`config.mk`:
```
export PLATFORM = sky130hd
export DESIGN_NAME = alignment_window_alignment_control_bank
export DESIGN_NICKNAME = d
export VERILOG_FILES = /design/src/rtl/alignment_window_alignment_control_bank.v
export VERILOG_INCLUDE_DIRS = /design/src /design/src/rtl
export SDC_FILE = /design/constraint.sdc
export NUM_CORES = 1
export LEC_CHECK = 0
export ABC_AREA = 1
export BUFFER_PORTS_ARGS = -buffer_cell sky130_fd_sc_hd__buf_2
export CAP_MARGIN = 20
export CORE_ASPECT_RATIO = 2
export CORE_MARGIN = 1.5
export CORE_UTILIZATION = 50
export DETAILED_ROUTE_END_ITERATION = 7
export PLACE_DENSITY = 0.73
export SLEW_MARGIN = 10
export SYNTH_ARGS = -nofsm -noshare
export SYNTH_HDL_FRONTEND = slang
export SYNTH_SLANG_ARGS = --single-unit
```
`constraint.sdc`:
```
create_clock -name pclk -period 2.9 [get_ports pclk]
set_input_delay 0.58 -clock pclk [delete_from_list [all_inputs] [get_ports pclk]]
set_output_delay 0.58 -clock pclk [all_outputs]
set_load 0.05 [all_outputs]
```
`src/rtl/alignment_window_align_map.vh`:
```
// Purpose: Register indices, field positions and reset values of the ALIGNMENT_WINDOW alignment bank
// Assumes: Byte address on the bus is four times the register index
// Notes: Definitions only
`ifndef ALIGNMENT_WINDOW_ALIGN_MAP_VH
`define ALIGNMENT_WINDOW_ALIGN_MAP_VH

// Register indices
`define IDX_ALIGN_SEL 10'h1e8
`define IDX_FRAME_SHIFT 10'h1e9
`define IDX_ALIGN_WIN 10'h1ea
`define IDX_LANE_A 10'h1eb
`define IDX_LANE_B 10'h1ec
`define IDX_EMPHASIS 10'h1ef
`define IDX_STBY_BIAS 10'h250
`define IDX_SYNTH_EN 10'h2a0
`define IDX_DIV_LOW 10'h2a1
`define IDX_DIV_HIGH 10'h2a2
`define IDX_REF_DIV 10'h2bb

// Reset values
`define RST_ALIGN_SEL 8'h00
`define RST_FRAME_SHIFT 8'h00
`define RST_ALIGN_WIN 8'h00
`define RST_LANE_A 8'h1c
`define RST_LANE_B 8'h00
`define RST_EMPHASIS 8'h00
`define RST_STBY_BIAS 8'hff
`define RST_SYNTH_EN 8'h00
`define RST_DIV_LOW 8'h80
`define RST_DIV_HIGH 8'h00
`define RST_REF_DIV 8'hb9

// Fields of pulse_alignment_select
`define BIT_ALIGN_EVERY 0
`define BIT_ALIGN_ONCE 1
`define BIT_ALIGN_SECOND 2
`define BIT_NCO_EVERY 4
`define BIT_NCO_ONCE 5
`define BIT_NCO_SECOND 6

// Other fields
`define BIT_LANE_POL 7
`define BIT_REF_SAMPLE_SEL 3
`define MSB_FRAME_SHIFT 4
`define MSB_EARLY_WIN 7
`define LSB_EARLY_WIN 4
`define MSB_LATE_WIN 3
`define MSB_DIV_HIGH 2

`endif

```
`src/rtl/alignment_window_alignment_control_bank.v`:
```
// Purpose: APB register bank steering ALIGNMENT_WINDOW divider alignment and NCO phase reset
// Assumes: pclk is the converter clock domain; alignment_window_pin is asynchronous; ref_tick is a
//   one-cycle enable on pclk from the synthesizer reference divider
// Notes: APB answers with one wait-free access phase; prdata and pslverr are registered
//
// Summary of operation
// RULE1: While align_every_pulse is set every accepted ALIGNMENT_WINDOW pulse realigns the dividers.
// RULE2: Setting align_once realigns on the align_once pulse only, then the bit clears itself.
// RULE3: With align_on_second_pulse and align_once set, the second pulse aligns, then align_once clears itself.
// RULE4: nco_reset_every with align_every_pulse resets the NCO phases on each realigning pulse.
// RULE5: nco_reset_once with align_once resets the NCO on the next aligning pulse, then clears.
// RULE6: nco_reset_on_second with nco_reset_once and second-pulse mode resets on the second.
// RULE7: The internal LMFC lags ALIGNMENT_WINDOW by the 5-bit offset in frame periods.
// RULE8: Alignment is skipped when ALIGNMENT_WINDOW is early by no more than early_window (2 clocks each).
// RULE9: Alignment is skipped when ALIGNMENT_WINDOW is late by no more than late_window (2 clocks each).
// RULE10: Bit 7 of lane_phy_control_a inverts the serializer polarity when 1.
// RULE11: The divider value is 11 bits; its low byte resets to 0x80.
// RULE12: synth_block_enables holds eight independent enables, all cleared at reset.
// RULE13: Software should write 0x95 to the standby bias register, which resets to 0xff.
// RULE14: The upper three divider bits sit in bits 2:0 of the following register.
// RULE15: ref_sample_clock_select picks the reference tick at 0 or half converter rate at 1.
// RULE16: With no alignment-select bit active ALIGNMENT_WINDOW neither realigns nor resets the NCO.
`timescale 1ns/1ps
`include "alignment_window_align_map.vh"

module alignment_window_alignment_control_bank #(
  parameter FRAME_LEN = 4,
  parameter LMFC_FRAMES = 32
) (
  input wire pclk,
  input wire presetn,
  input wire psel,
  input wire penable,
  input wire pwrite,
  input wire [11:0] paddr,
  input wire [31:0] pwdata,
  output reg [31:0] prdata,
  output reg pready,
  output reg pslverr,
  input wire alignment_window_pin,
  input wire ref_tick,
  output reg divider_align,
  output reg nco_reset,
  output reg lmfc_pulse,
  output wire lane_polarity_invert,
  output wire external_clock_on,
  output wire converter_clock_on,
  output wire synthesizer_on,
  output wire oscillator_bias_on,
  output wire level_control_on,
  output wire oscillator_on,
  output wire calibration_override_on,
  output wire override_on,
  output wire [10:0] synth_int_n,
  output wire [7:0] standby_bias_code,
  output wire ref_sample_clock_select
);

  localparam [31:0] FRAME_FULL = FRAME_LEN;
  localparam [31:0] PERIOD_FULL = FRAME_LEN * LMFC_FRAMES;
  localparam [11:0] FRAME_W = FRAME_FULL[11:0];
  localparam [11:0] PERIOD_W = PERIOD_FULL[11:0];

  reg [7:0] align_sel_q;
  reg [7:0] frame_shift_q;
  reg [7:0] align_win_q;
  reg [7:0] lane_a_q;
  reg [7:0] lane_b_q;
  reg [7:0] emphasis_q;
  reg [7:0] stby_bias_q;
  reg [7:0] synth_en_q;
  reg [7:0] div_low_q;
  reg [7:0] div_high_q;
  reg [7:0] ref_div_q;
  reg [7:0] rd_value;
  reg sys_meta_q;
  reg sys_sync_q;
  reg sys_samp_q;
  reg half_q;
  reg seen_first_q;
  reg [11:0] phase_q;

  // Index decode shared by the read path, write path and error answer
  function [3:0] reg_slot;
    input [9:0] idx;
    begin
      case (idx)
        `IDX_ALIGN_SEL: reg_slot = 4'h1;
        `IDX_FRAME_SHIFT: reg_slot = 4'h2;
        `IDX_ALIGN_WIN: reg_slot = 4'h3;
        `IDX_LANE_A: reg_slot = 4'h4;
        `IDX_LANE_B: reg_slot = 4'h5;
        `IDX_EMPHASIS: reg_slot = 4'h6;
        `IDX_STBY_BIAS: reg_slot = 4'h7;
        `IDX_SYNTH_EN: reg_slot = 4'h8;
        `IDX_DIV_LOW: reg_slot = 4'h9;
        `IDX_DIV_HIGH: reg_slot = 4'ha;
        `IDX_REF_DIV: reg_slot = 4'hb;
        default: reg_slot = 4'h0;
      endcase
    end
  endfunction

  wire [3:0] slot = reg_slot(paddr[11:2]);
  wire word_ok = (paddr[1:0] == 2'b00) && (slot != 4'h0);
  wire setup_ph = psel & ~penable;
  wire wr_done = psel & penable & pready & pwrite & ~pslverr;
  wire wr_sel = wr_done && (slot == 4'h1);

  always @* begin
    case (slot)
      4'h1: rd_value = align_sel_q;
      4'h2: rd_value = frame_shift_q;
      4'h3: rd_value = align_win_q;
      4'h4: rd_value = lane_a_q;
      4'h5: rd_value = lane_b_q;
      4'h6: rd_value = emphasis_q;
      4'h7: rd_value = stby_bias_q;
      4'h8: rd_value = synth_en_q;
      4'h9: rd_value = div_low_q;
      4'ha: rd_value = div_high_q;
      4'hb: rd_value = ref_div_q;
      default: rd_value = 8'h00;
    endcase
  end

  // Answer is prepared in the setup cycle so the access phase completes at once
  always @(posedge pclk or negedge presetn) begin
    if (!presetn) begin
      pready <= 1'b0;
      pslverr <= 1'b0;
      prdata <= 32'h0000_0000;
    end else if (setup_ph) begin
      pready <= 1'b1;
      pslverr <= ~word_ok;
      prdata <= (word_ok && !pwrite) ? {24'h00_0000, rd_value} : 32'h0000_0000;
    end else begin
      pready <= 1'b0;
      pslverr <= 1'b0;
    end
  end

  // ALIGNMENT_WINDOW capture: two flops from the pin, then sampled on the chosen tick
  wire half_tick = half_q;
  wire samp_tick = ref_div_q[`BIT_REF_SAMPLE_SEL] ? half_tick : ref_tick; // [RULE15]
  wire sys_rise = samp_tick & sys_sync_q & ~sys_samp_q;

  always @(posedge pclk or negedge presetn) begin
    if (!presetn) begin
      sys_meta_q <= 1'b0;
      sys_sync_q <= 1'b0;
      sys_samp_q <= 1'b0;
      half_q <= 1'b0;
    end else begin
      sys_meta_q <= alignment_window_pin;
      sys_sync_q <= sys_meta_q;
      half_q <= ~half_q;
      if (samp_tick) begin
        sys_samp_q <= sys_sync_q;
      end
    end
  end

  // Window check against the expected position, which is phase zero
  wire [11:0] early_w = {8'h00, align_win_q[`MSB_EARLY_WIN:`LSB_EARLY_WIN]};
  wire [11:0] late_w = {8'h00, align_win_q[`MSB_LATE_WIN:0]};
  wire late_ok = (phase_q <= late_w); // [RULE9]
  wire early_ok = (phase_q != 12'h000) && (phase_q >= PERIOD_W - early_w); // [RULE8]
  wire in_window = late_ok | early_ok;

  wire mode_every = align_sel_q[`BIT_ALIGN_EVERY];
  wire mode_once = align_sel_q[`BIT_ALIGN_ONCE];
  wire mode_second = align_sel_q[`BIT_ALIGN_SECOND];
  wire once_due = mode_once & (~mode_second | seen_first_q); // [RULE2] [RULE3]
  wire pulse_used = sys_rise & (mode_every | once_due); // [RULE1] [RULE16]
  wire realign = pulse_used & ~in_window;
  wire nco_every = mode_every & align_sel_q[`BIT_NCO_EVERY]; // [RULE4]
  // Second-pulse mode needs the second-pulse NCO bit as well
  wire nco_once = once_due & align_sel_q[`BIT_NCO_ONCE]
                  & (~mode_second | align_sel_q[`BIT_NCO_SECOND]); // [RULE5] [RULE6]
  wire nco_hit = realign & (nco_every | nco_once);
  wire once_taken = sys_rise & once_due;

  wire [11:0] lmfc_target = {7'h00, frame_shift_q[`MSB_FRAME_SHIFT:0]} * FRAME_W;

  // Phase counter in half-rate ticks; a realigning pulse pulls it back to zero
  always @(posedge pclk or negedge presetn) begin
    if (!presetn) begin
      phase_q <= 12'h000;
    end else if (realign) begin
      phase_q <= 12'h000;
    end else if (half_tick) begin
      if (phase_q >= PERIOD_W - 12'h001) begin
        phase_q <= 12'h000;
      end else begin
        phase_q <= phase_q + 12'h001;
      end
    end
  end

  always @(posedge pclk or negedge presetn) begin
    if (!presetn) begin
      divider_align <= 1'b0;
      nco_reset <= 1'b0;
      lmfc_pulse <= 1'b0;
    end else begin
      divider_align <= realign; // [RULE1]
      nco_reset <= nco_hit; // [RULE4] [RULE5]
      lmfc_pulse <= half_tick && (phase_q == lmfc_target); // [RULE7]
    end
  end

  // Remembers that the first pulse of a second-pulse alignment has passed
  always @(posedge pclk or negedge presetn) begin
    if (!presetn) begin
      seen_first_q <= 1'b0;
    end else if (wr_sel || once_taken || !mode_once) begin
      seen_first_q <= 1'b0;
    end else if (sys_rise && mode_second) begin
      seen_first_q <= 1'b1; // [RULE3]
    end
  end

  // A software write landing with the self-clear keeps the written value
  always @(posedge pclk or negedge presetn) begin
    if (!presetn) begin
      align_sel_q <= `RST_ALIGN_SEL;
    end else if (wr_sel) begin
      align_sel_q <= pwdata[7:0];
    end else if (once_taken) begin
      align_sel_q[`BIT_ALIGN_ONCE] <= 1'b0; // [RULE2]
      align_sel_q[`BIT_NCO_ONCE] <= 1'b0; // [RULE5]
    end
  end

  // One process per register: a refused write never reaches any of them
  always @(posedge pclk or negedge presetn) begin
    if (!presetn) begin
      frame_shift_q <= `RST_FRAME_SHIFT;
    end else if (wr_done && (slot == 4'h2)) begin
      frame_shift_q <= pwdata[7:0];
    end
  end
  always @(posedge pclk or negedge presetn) begin
    if (!presetn) begin
      align_win_q <= `RST_ALIGN_WIN;
    end else if (wr_done && (slot == 4'h3)) begin
      align_win_q <= pwdata[7:0];
    end
  end
  always @(posedge pclk or negedge presetn) begin
    if (!presetn) begin
      lane_a_q <= `RST_LANE_A;
    end else if (wr_done && (slot == 4'h4)) begin
      lane_a_q <= pwdata[7:0];
    end
  end
  always @(posedge pclk or negedge presetn) begin
    if (!presetn) begin
      lane_b_q <= `RST_LANE_B;
    end else if (wr_done && (slot == 4'h5)) begin
      lane_b_q <= pwdata[7:0];
    end
  end
  always @(posedge pclk or negedge presetn) begin
    if (!presetn) begin
      emphasis_q <= `RST_EMPHASIS;
    end else if (wr_done && (slot == 4'h6)) begin
      emphasis_q <= pwdata[7:0];
    end
  end
  always @(posedge pclk or negedge presetn) begin
    if (!presetn) begin
      stby_bias_q <= `RST_STBY_BIAS;
    end else if (wr_done && (slot == 4'h7)) begin
      stby_bias_q <= pwdata[7:0]; // [RULE13]
    end
  end
  always @(posedge pclk or negedge presetn) begin
    if (!presetn) begin
      synth_en_q <= `RST_SYNTH_EN;
    end else if (wr_done && (slot == 4'h8)) begin
      synth_en_q <= pwdata[7:0]; // [RULE12]
    end
  end
  always @(posedge pclk or negedge presetn) begin
    if (!presetn) begin
      div_low_q <= `RST_DIV_LOW;
    end else if (wr_done && (slot == 4'h9)) begin
      div_low_q <= pwdata[7:0]; // [RULE11]
    end
  end
  always @(posedge pclk or negedge presetn) begin
    if (!presetn) begin
      div_high_q <= `RST_DIV_HIGH;
    end else if (wr_done && (slot == 4'ha)) begin
      div_high_q <= pwdata[7:0]; // [RULE14]
    end
  end
  always @(posedge pclk or negedge presetn) begin
    if (!presetn) begin
      ref_div_q <= `RST_REF_DIV;
    end else if (wr_done && (slot == 4'hb)) begin
      ref_div_q <= pwdata[7:0];
    end
  end

  assign lane_polarity_invert = lane_a_q[`BIT_LANE_POL]; // [RULE10]
  assign external_clock_on = synth_en_q[7]; // [RULE12]
  assign converter_clock_on = synth_en_q[6];
  assign synthesizer_on = synth_en_q[5];
  assign oscillator_bias_on = synth_en_q[4];
  assign level_control_on = synth_en_q[3];
  assign oscillator_on = synth_en_q[2];
  assign calibration_override_on = synth_en_q[1];
  assign override_on = synth_en_q[0];
  assign synth_int_n = {div_high_q[`MSB_DIV_HIGH:0], div_low_q}; // [RULE11] [RULE14]
  assign standby_bias_code = stby_bias_q;
  assign ref_sample_clock_select = ref_div_q[`BIT_REF_SAMPLE_SEL];

endmodule

```
After elaboration in Yosys (flattened, before gate mapping)
Cells that the tools add are included.

Add/subtract/negate cells: 2. Order comparisons: 3. Equality and inequality tests: 23. Mux-type cells: 14. Bitwise logic cells: 27. Reduce and logical (&&, ||, !) cells: 26.

Operator list (count): 8-bit case mux with 11 select lines (1); 10-bit by 9-bit == test with 1-bit output, second input constant (6); 10-bit == test, second input constant (5); 4-bit case mux with 11 select lines (1); 12-bit 2-to-1 mux (3); 4-bit by 3-bit == test with 1-bit output, second input constant (4); 4-bit == test, second input constant (4); 1-bit logical AND (16); 1-bit AND (15); 12-bit by 1-bit adder with 12-bit output, second input constant (1); 12-bit by 7-bit == test with 1-bit output (1); 12-bit greater-or-equal comparator (1); 12-bit by 7-bit greater-or-equal comparator with 1-bit output, second input constant (1); 12-bit by 4-bit less-or-equal comparator with 1-bit output (1); 12-bit nonzero test (1); 8-bit by 4-bit subtractor with 9-bit output, first input constant (1); 4-bit by 2-bit == test with 1-bit output, second input constant (2); 1-bit 2-to-1 mux (8); 8-bit 2-to-1 mux (1); 1-bit NOT (7); 2-bit nonzero test (3); 1-bit OR (5); 4-bit by 1-bit == test with 1-bit output, second input constant (1); 4-bit nonzero test (1); other kinds (3) (5).

Register bits: 142. Bits of input ports: 51. Output and inout port bits: 66. Word-level logic and storage cells: 119.

Logic depth before layout (Yosys ltp)
Depth after elaboration: 8. Gate-level depth with buffers: 17. Gate-level depth less buffers: 16.

Worst setup path after synthesis
OpenSTA, ideal clock, no wires.

Path kind: input-to-reg. From: input paddr[6]. To: register prdata[3]. Library setup time: 0.066 ns. Arrival: 2.435 ns. Required time: 2.834 ns. Slack: 0.399 ns. Stages on the path: 14. Buffers on the path: 2. Cell sequence: inv_1 nand2_2 nor2_4 a32o_1 nor2_1 ha_1 clkbuf_1 clkbuf_1 nand4_1 nand2_1 nor2_1 nand3_1 nand2_1 nand2_1.

Longest elaborated chain between the ends: 6. Elaborated cells between the ends (all ways): 28. Those cells by class: eq/ne (22); mux (3); reduce/logical (3).

RTL lines: from (decl) (line alignment_window_alignment_control_bank.v:35) `input wire [11:0] paddr,`; 10-bit == test or 10-bit by 9-bit == test with 1-bit output (tied branches) (line alignment_window_alignment_control_bank.v:87) `case (idx)`; 4-bit case mux with 11 select lines * (line alignment_window_alignment_control_bank.v:87); parallel branches: the longest is 3 deep, another holds 8-bit case mux with 11 select lines; 8-bit 2-to-1 mux * (line alignment_window_alignment_control_bank.v:136) `prdata <= (word_ok && !pwrite) ? {24'h00_0000, rd_value} : 32'h0000_0000;`; to (signal assigned) (line alignment_window_alignment_control_bank.v:136); to (decl) (line alignment_window_alignment_control_bank.v:37) `output reg [31:0] prdata,`.

Every way passes the cells marked *. A chain may end at the register's enable or synchronous reset.

Worst setup path after layout
From: input paddr[10]. To: register prdata[5].

Same word-level chain as after synthesis.

==> out/qor.txt <==
CELLS AND AREA
--------------------------------------------------------------------------------------
Post-synthesis to final-layout area growth ..............................        18.7%
Non-filler instance count after layout ..................................         1064
# diodes ................................................................            0
Fraction of final layout cells sized beyond drive strength 1 ............        0.213
Post-layout net count ...................................................          969

FLOORPLAN
--------------------------------------------------------------------------------------
Die width ...............................................................      84.1 um
# rows ..................................................................           59
Height of the die .......................................................       165 um
Area of the die .........................................................    13900 um2
Total I/O pin count .....................................................          117
Starting utilization of the core area ...................................        0.509
Core box area ...........................................................    12900 um2

WORST SETUP PATH
--------------------------------------------------------------------------------------
Register-to-register path setup slack ...................................       510 ps
R2R cell count ..........................................................           14
Dominant cell type by count on the critical path ........................      nand2_1
CP Max Fanout ...........................................................            8
Chain of cells forming the critical path ................................ buf_2, inv_1, nand2_1, nor2_1, nand2_1, o21ai_0, inv_1, ha_1, nand2_2, inv_2, buf_12, buf_4, nor3_1, buf_4, inv_1, nor3_4, nand2_1, nand2_1
Element type at the critical path start ................................. primary input
Required time of the critical path ......................................      3260 ps
Family of cells with the greatest summed delay on the critical path ..... simple AND/OR/NAND/NOR gates
Library cell contributing the largest single delay on the critical path .       nor3_4
Crit Reg-Reg Endpoint ...................................................   phase_q[4]
Longest individual stage delay on the worst path ........................       330 ps
Critical path class .....................................................       in2reg
Crit path buf inv count .................................................            8
Crit. End Element .......................................................     register
Critical R2R Launch ..................................................... align_win_q[4]
CP arrival ..............................................................      2910 ps

STA
--------------------------------------------------------------------------------------
Relative slew slack .....................................................        0.638
Number of slew-limit violations in the final report .....................            0
Final number of setup-violating endpoints ...............................            0
Tightest Pin Transition .................................................       529 ps
Max Freq ................................................................      392 MHz
Min Clock Period, post-route ............................................      2550 ps
Count of final hold-check violations ....................................            0
Unrepaired setup endpoints after global routing .........................           no
Final worst-path cycle share ............................................        0.880
Setup slack of the critical path after layout ...........................       348 ps
Clock skew ..............................................................      9.27 ps

LOGIC SYNTHESIS
--------------------------------------------------------------------------------------
Fraction of synthesized cell area taken by the top area cell type .......        0.385
Post-synthesis cell area ................................................     6570 um2
Predominant post-synthesis flop cell ....................................      dfrtp_1
Sequential share of the synthesized area ................................        0.453
Instance count of the mapped netlist ....................................          817
Leading post-synthesis cells by cell area ............................... dfrtp_1 (38%), nand2_1 (11%), nand4_1 (7.7%), o21ai_0 (7.4%), dfstp_2 (6.8%)
Unique masters post-synth ...............................................           44
Total of warnings raised by yosys .......................................            0
Number of synthesized flops with an enable pin ..........................            0
FFs w/ async S/R, synth .................................................         1.00
Number of synthesized register bits .....................................          118
Mapped Avg Cell Area ....................................................     8.04 um2
Cell accounting for the most synthesized area ...........................      dfrtp_1

DRT
--------------------------------------------------------------------------------------
Sum of met3 wire segment lengths after detailed routing .................       730 um
Top layer reached by signal wires .......................................         met4
Average wire per standard cell ..........................................      16.7 um
DR vias/cell ............................................................         5.53
Aggregate routed wire length ............................................      17.7 mm
Router iterations before antenna repair .................................            5
DRC viols ...............................................................            0
Number of antenna-violating nets in the routed design ...................            0
Met2 Routed Length ......................................................      9.36 mm
Wire length on met1 .....................................................      6.59 mm
Via Count ...............................................................         5887
Initial DRC count .......................................................          387

CLOCK NETWORK
--------------------------------------------------------------------------------------
Library cell used as clock root buffer ..................................    clkbuf_16
Post-cts repair resize count ............................................            0
Clock tree sinks ........................................................          118
CTS tree ................................................................          yes
Clock buffer depth ......................................................            2
Worst-Skew Late Latency .................................................       420 ps
CTS Buf Count ...........................................................           17
Post-CTS setup buffers ..................................................            0
CTS H-tree depth ........................................................            4
Hold-fix buffer count after cts .........................................            0
Clock slew seen by the registers of the worst setup and hold paths ......        60 ps

PWR
--------------------------------------------------------------------------------------
PD cells ................................................................   507 nW/um2
Power Total .............................................................      3.95 mW
Worst vdd rail ir drop ..................................................     0.479 mV
Leakage .................................................................      4.06 nW

PLACEMENT
--------------------------------------------------------------------------------------
Placed wire-length estimate after detailed placement ....................      12.8 mm
PortBufs ................................................................           68
Setup slack at placement ................................................     -87.3 ps
Placed insts ............................................................         1032
Final RePlAce weighted congestion .......................................        0.911

GRT
--------------------------------------------------------------------------------------
Number of antenna violations at the first check in global routing .......            0
First-pass GRT wire length ..............................................      28.4 mm
Via count of the first global-routing pass ..............................         5567
Overall track demand over capacity in global routing ....................        0.265
Total global routing overflow ...........................................            0
Maximum number of pins on one net before global-route repair ............           54

MIN PATH
--------------------------------------------------------------------------------------
Path class of the lowest-slack min-delay path ...........................     in2async

JOB
--------------------------------------------------------------------------------------
Max-Cap Viols ...........................................................            0

OUTCOME
--------------------------------------------------------------------------------------
Result of the run ....................................................... finished clean

==> placed cells by master (no fill, tap or decap), types with 4 or more instances in the layout <==
master      netlist  final
buf_4            29     39
buf_12            0      8
dfstp_2          17     17
conb_1            1     24
clkinvlp_4        0      4
ha_1             19     19
a21oi_1           8      8
nand2_1         192    192
inv_6             0      4
nand4_2           8      8
nor2_1           64     64
buf_2            17     67
clkbuf_16         0     17
nand3_2           6      6
inv_1            72     72
dfrtp_1         101    101
nand3_1          20     20
nand4_1          81     81
o21ai_0          97     97
o21ai_1          11     11
nor3_1            8      7
==> logic make-up (layout without fill, tap and decap cells) <==
group | count (synthesis) | count (layout) | share of synthesized area
compound gates | 132 | 132 | 0.108
xor+xnor | 1 | 1 | 0.00133
fa+ha+maj | 19 | 19 | 0.0362
buf+inv | 150 | 222 | 0.108
flops | 118 | 118 | 0.453
other cells | 1 | 24 | 0.000571
simple gates | 396 | 396 | 0.294
==> final cells by class <==
cell class                      instances  area [um2]
Timing Repair Buffer                  114         788
Multi-Input combinational cell        572        2980
Clock buffer                           19         433
Tap cell                              152         190
Fill cell                            1125        5120
Sequential cell                       118        2970
Inverter                               76         285
Clock inverter                         13         148
==> state kept, by name, summed over array words and instances (netlist names) <==
| signal | cells |
|---|---|
| phase_q | 12 |
| align_sel_q | 8 |
| align_win_q | 8 |
| div_high_q | 8 |
| div_low_q | 8 |
| emphasis_q | 8 |
| frame_shift_q | 8 |
| lane_a_q | 8 |
| lane_b_q | 8 |
| prdata | 8 |
| ref_div_q | 8 |
| standby_bias_code | 8 |
| synth_en_q | 8 |
| divider_align | 1 |
| half_q | 1 |
| lmfc_pulse | 1 |
| nco_reset | 1 |
| pready | 1 |
| pslverr | 1 |
| seen_first_q | 1 |
| sys_meta_q | 1 |
| sys_samp_q | 1 |
| sys_sync_q | 1 |
==> per-layer routing <==
layer,GRT usage,up-vias
met5,0,-
li1,-,2857
met1,0.293,2765
met3,0.0338,54
met4,0.172,0
met2,0.475,211
==> report_power, final <==
part           internal (mW)  switching [mW]
clock network           1.27           0.797
logic                 0.0418           0.182
registers               1.66         0.00452
==> stage by stage <==
stage / util / hold slack (ps) / setup TNS (ps) / instance area [um2]
6_report: 0.604 / 153 / 0 / 7800
5_1_grt: 0.604 / 192 / 0 / 7800
3_3_place_gp: 0.559 / 334 / -1.17 / 7220
3_5_place_dp: 0.559 / 337 / -602 / 7220
2_1_floorplan: - / 284 / 0 / 6660
4_1_cts: 0.604 / 167 / 0 / 7800
==> cell usage after synthesis, drive strengths merged (2+ instances only) <==
cell    instances
a221oi          2
inv            75
ha             19
o22ai           2
clkbuf         24
buf            50
a22oi           2
nor3            9
nor2           72
nor4            2
nand4          89
a21boi          2
dfrtp         101
o21ai         109
nand3          26
a21oi           8
dfstp          17
nand2         196
==> worst max-delay path by stage <==
stage / startpoint / to / slack [ps] / depth (start not counted)
after floorplan: paddr[6] / prdata[3] / 400 / 14
after global placement: paddr[10] / prdata[4] / -1 / 18
after detailed placement: paddr[10] / prdata[4] / -90 / 18
after CTS: paddr[10] / prdata[4] / 340 / 18
after global routing: paddr[10] / prdata[4] / 40 / 18
final: paddr[10] / prdata[5] / 350 / 18
==> worst reg2reg max path, cell delays in order, from the launching register on <==
cell and delay, ps:
dfrtp_1 430, inv_1 70, ha_1 280, inv_1 40
ha_1 250, o21ai_0 80, a21boi_0 160, o21ai_0 100
a21oi_1 150, nor2_1 50, o21ai_0 140, nand2_1 80
nand2_1 80, clkinv_1 240, nor2_1 170
Power figures use the tool's default switching activity.
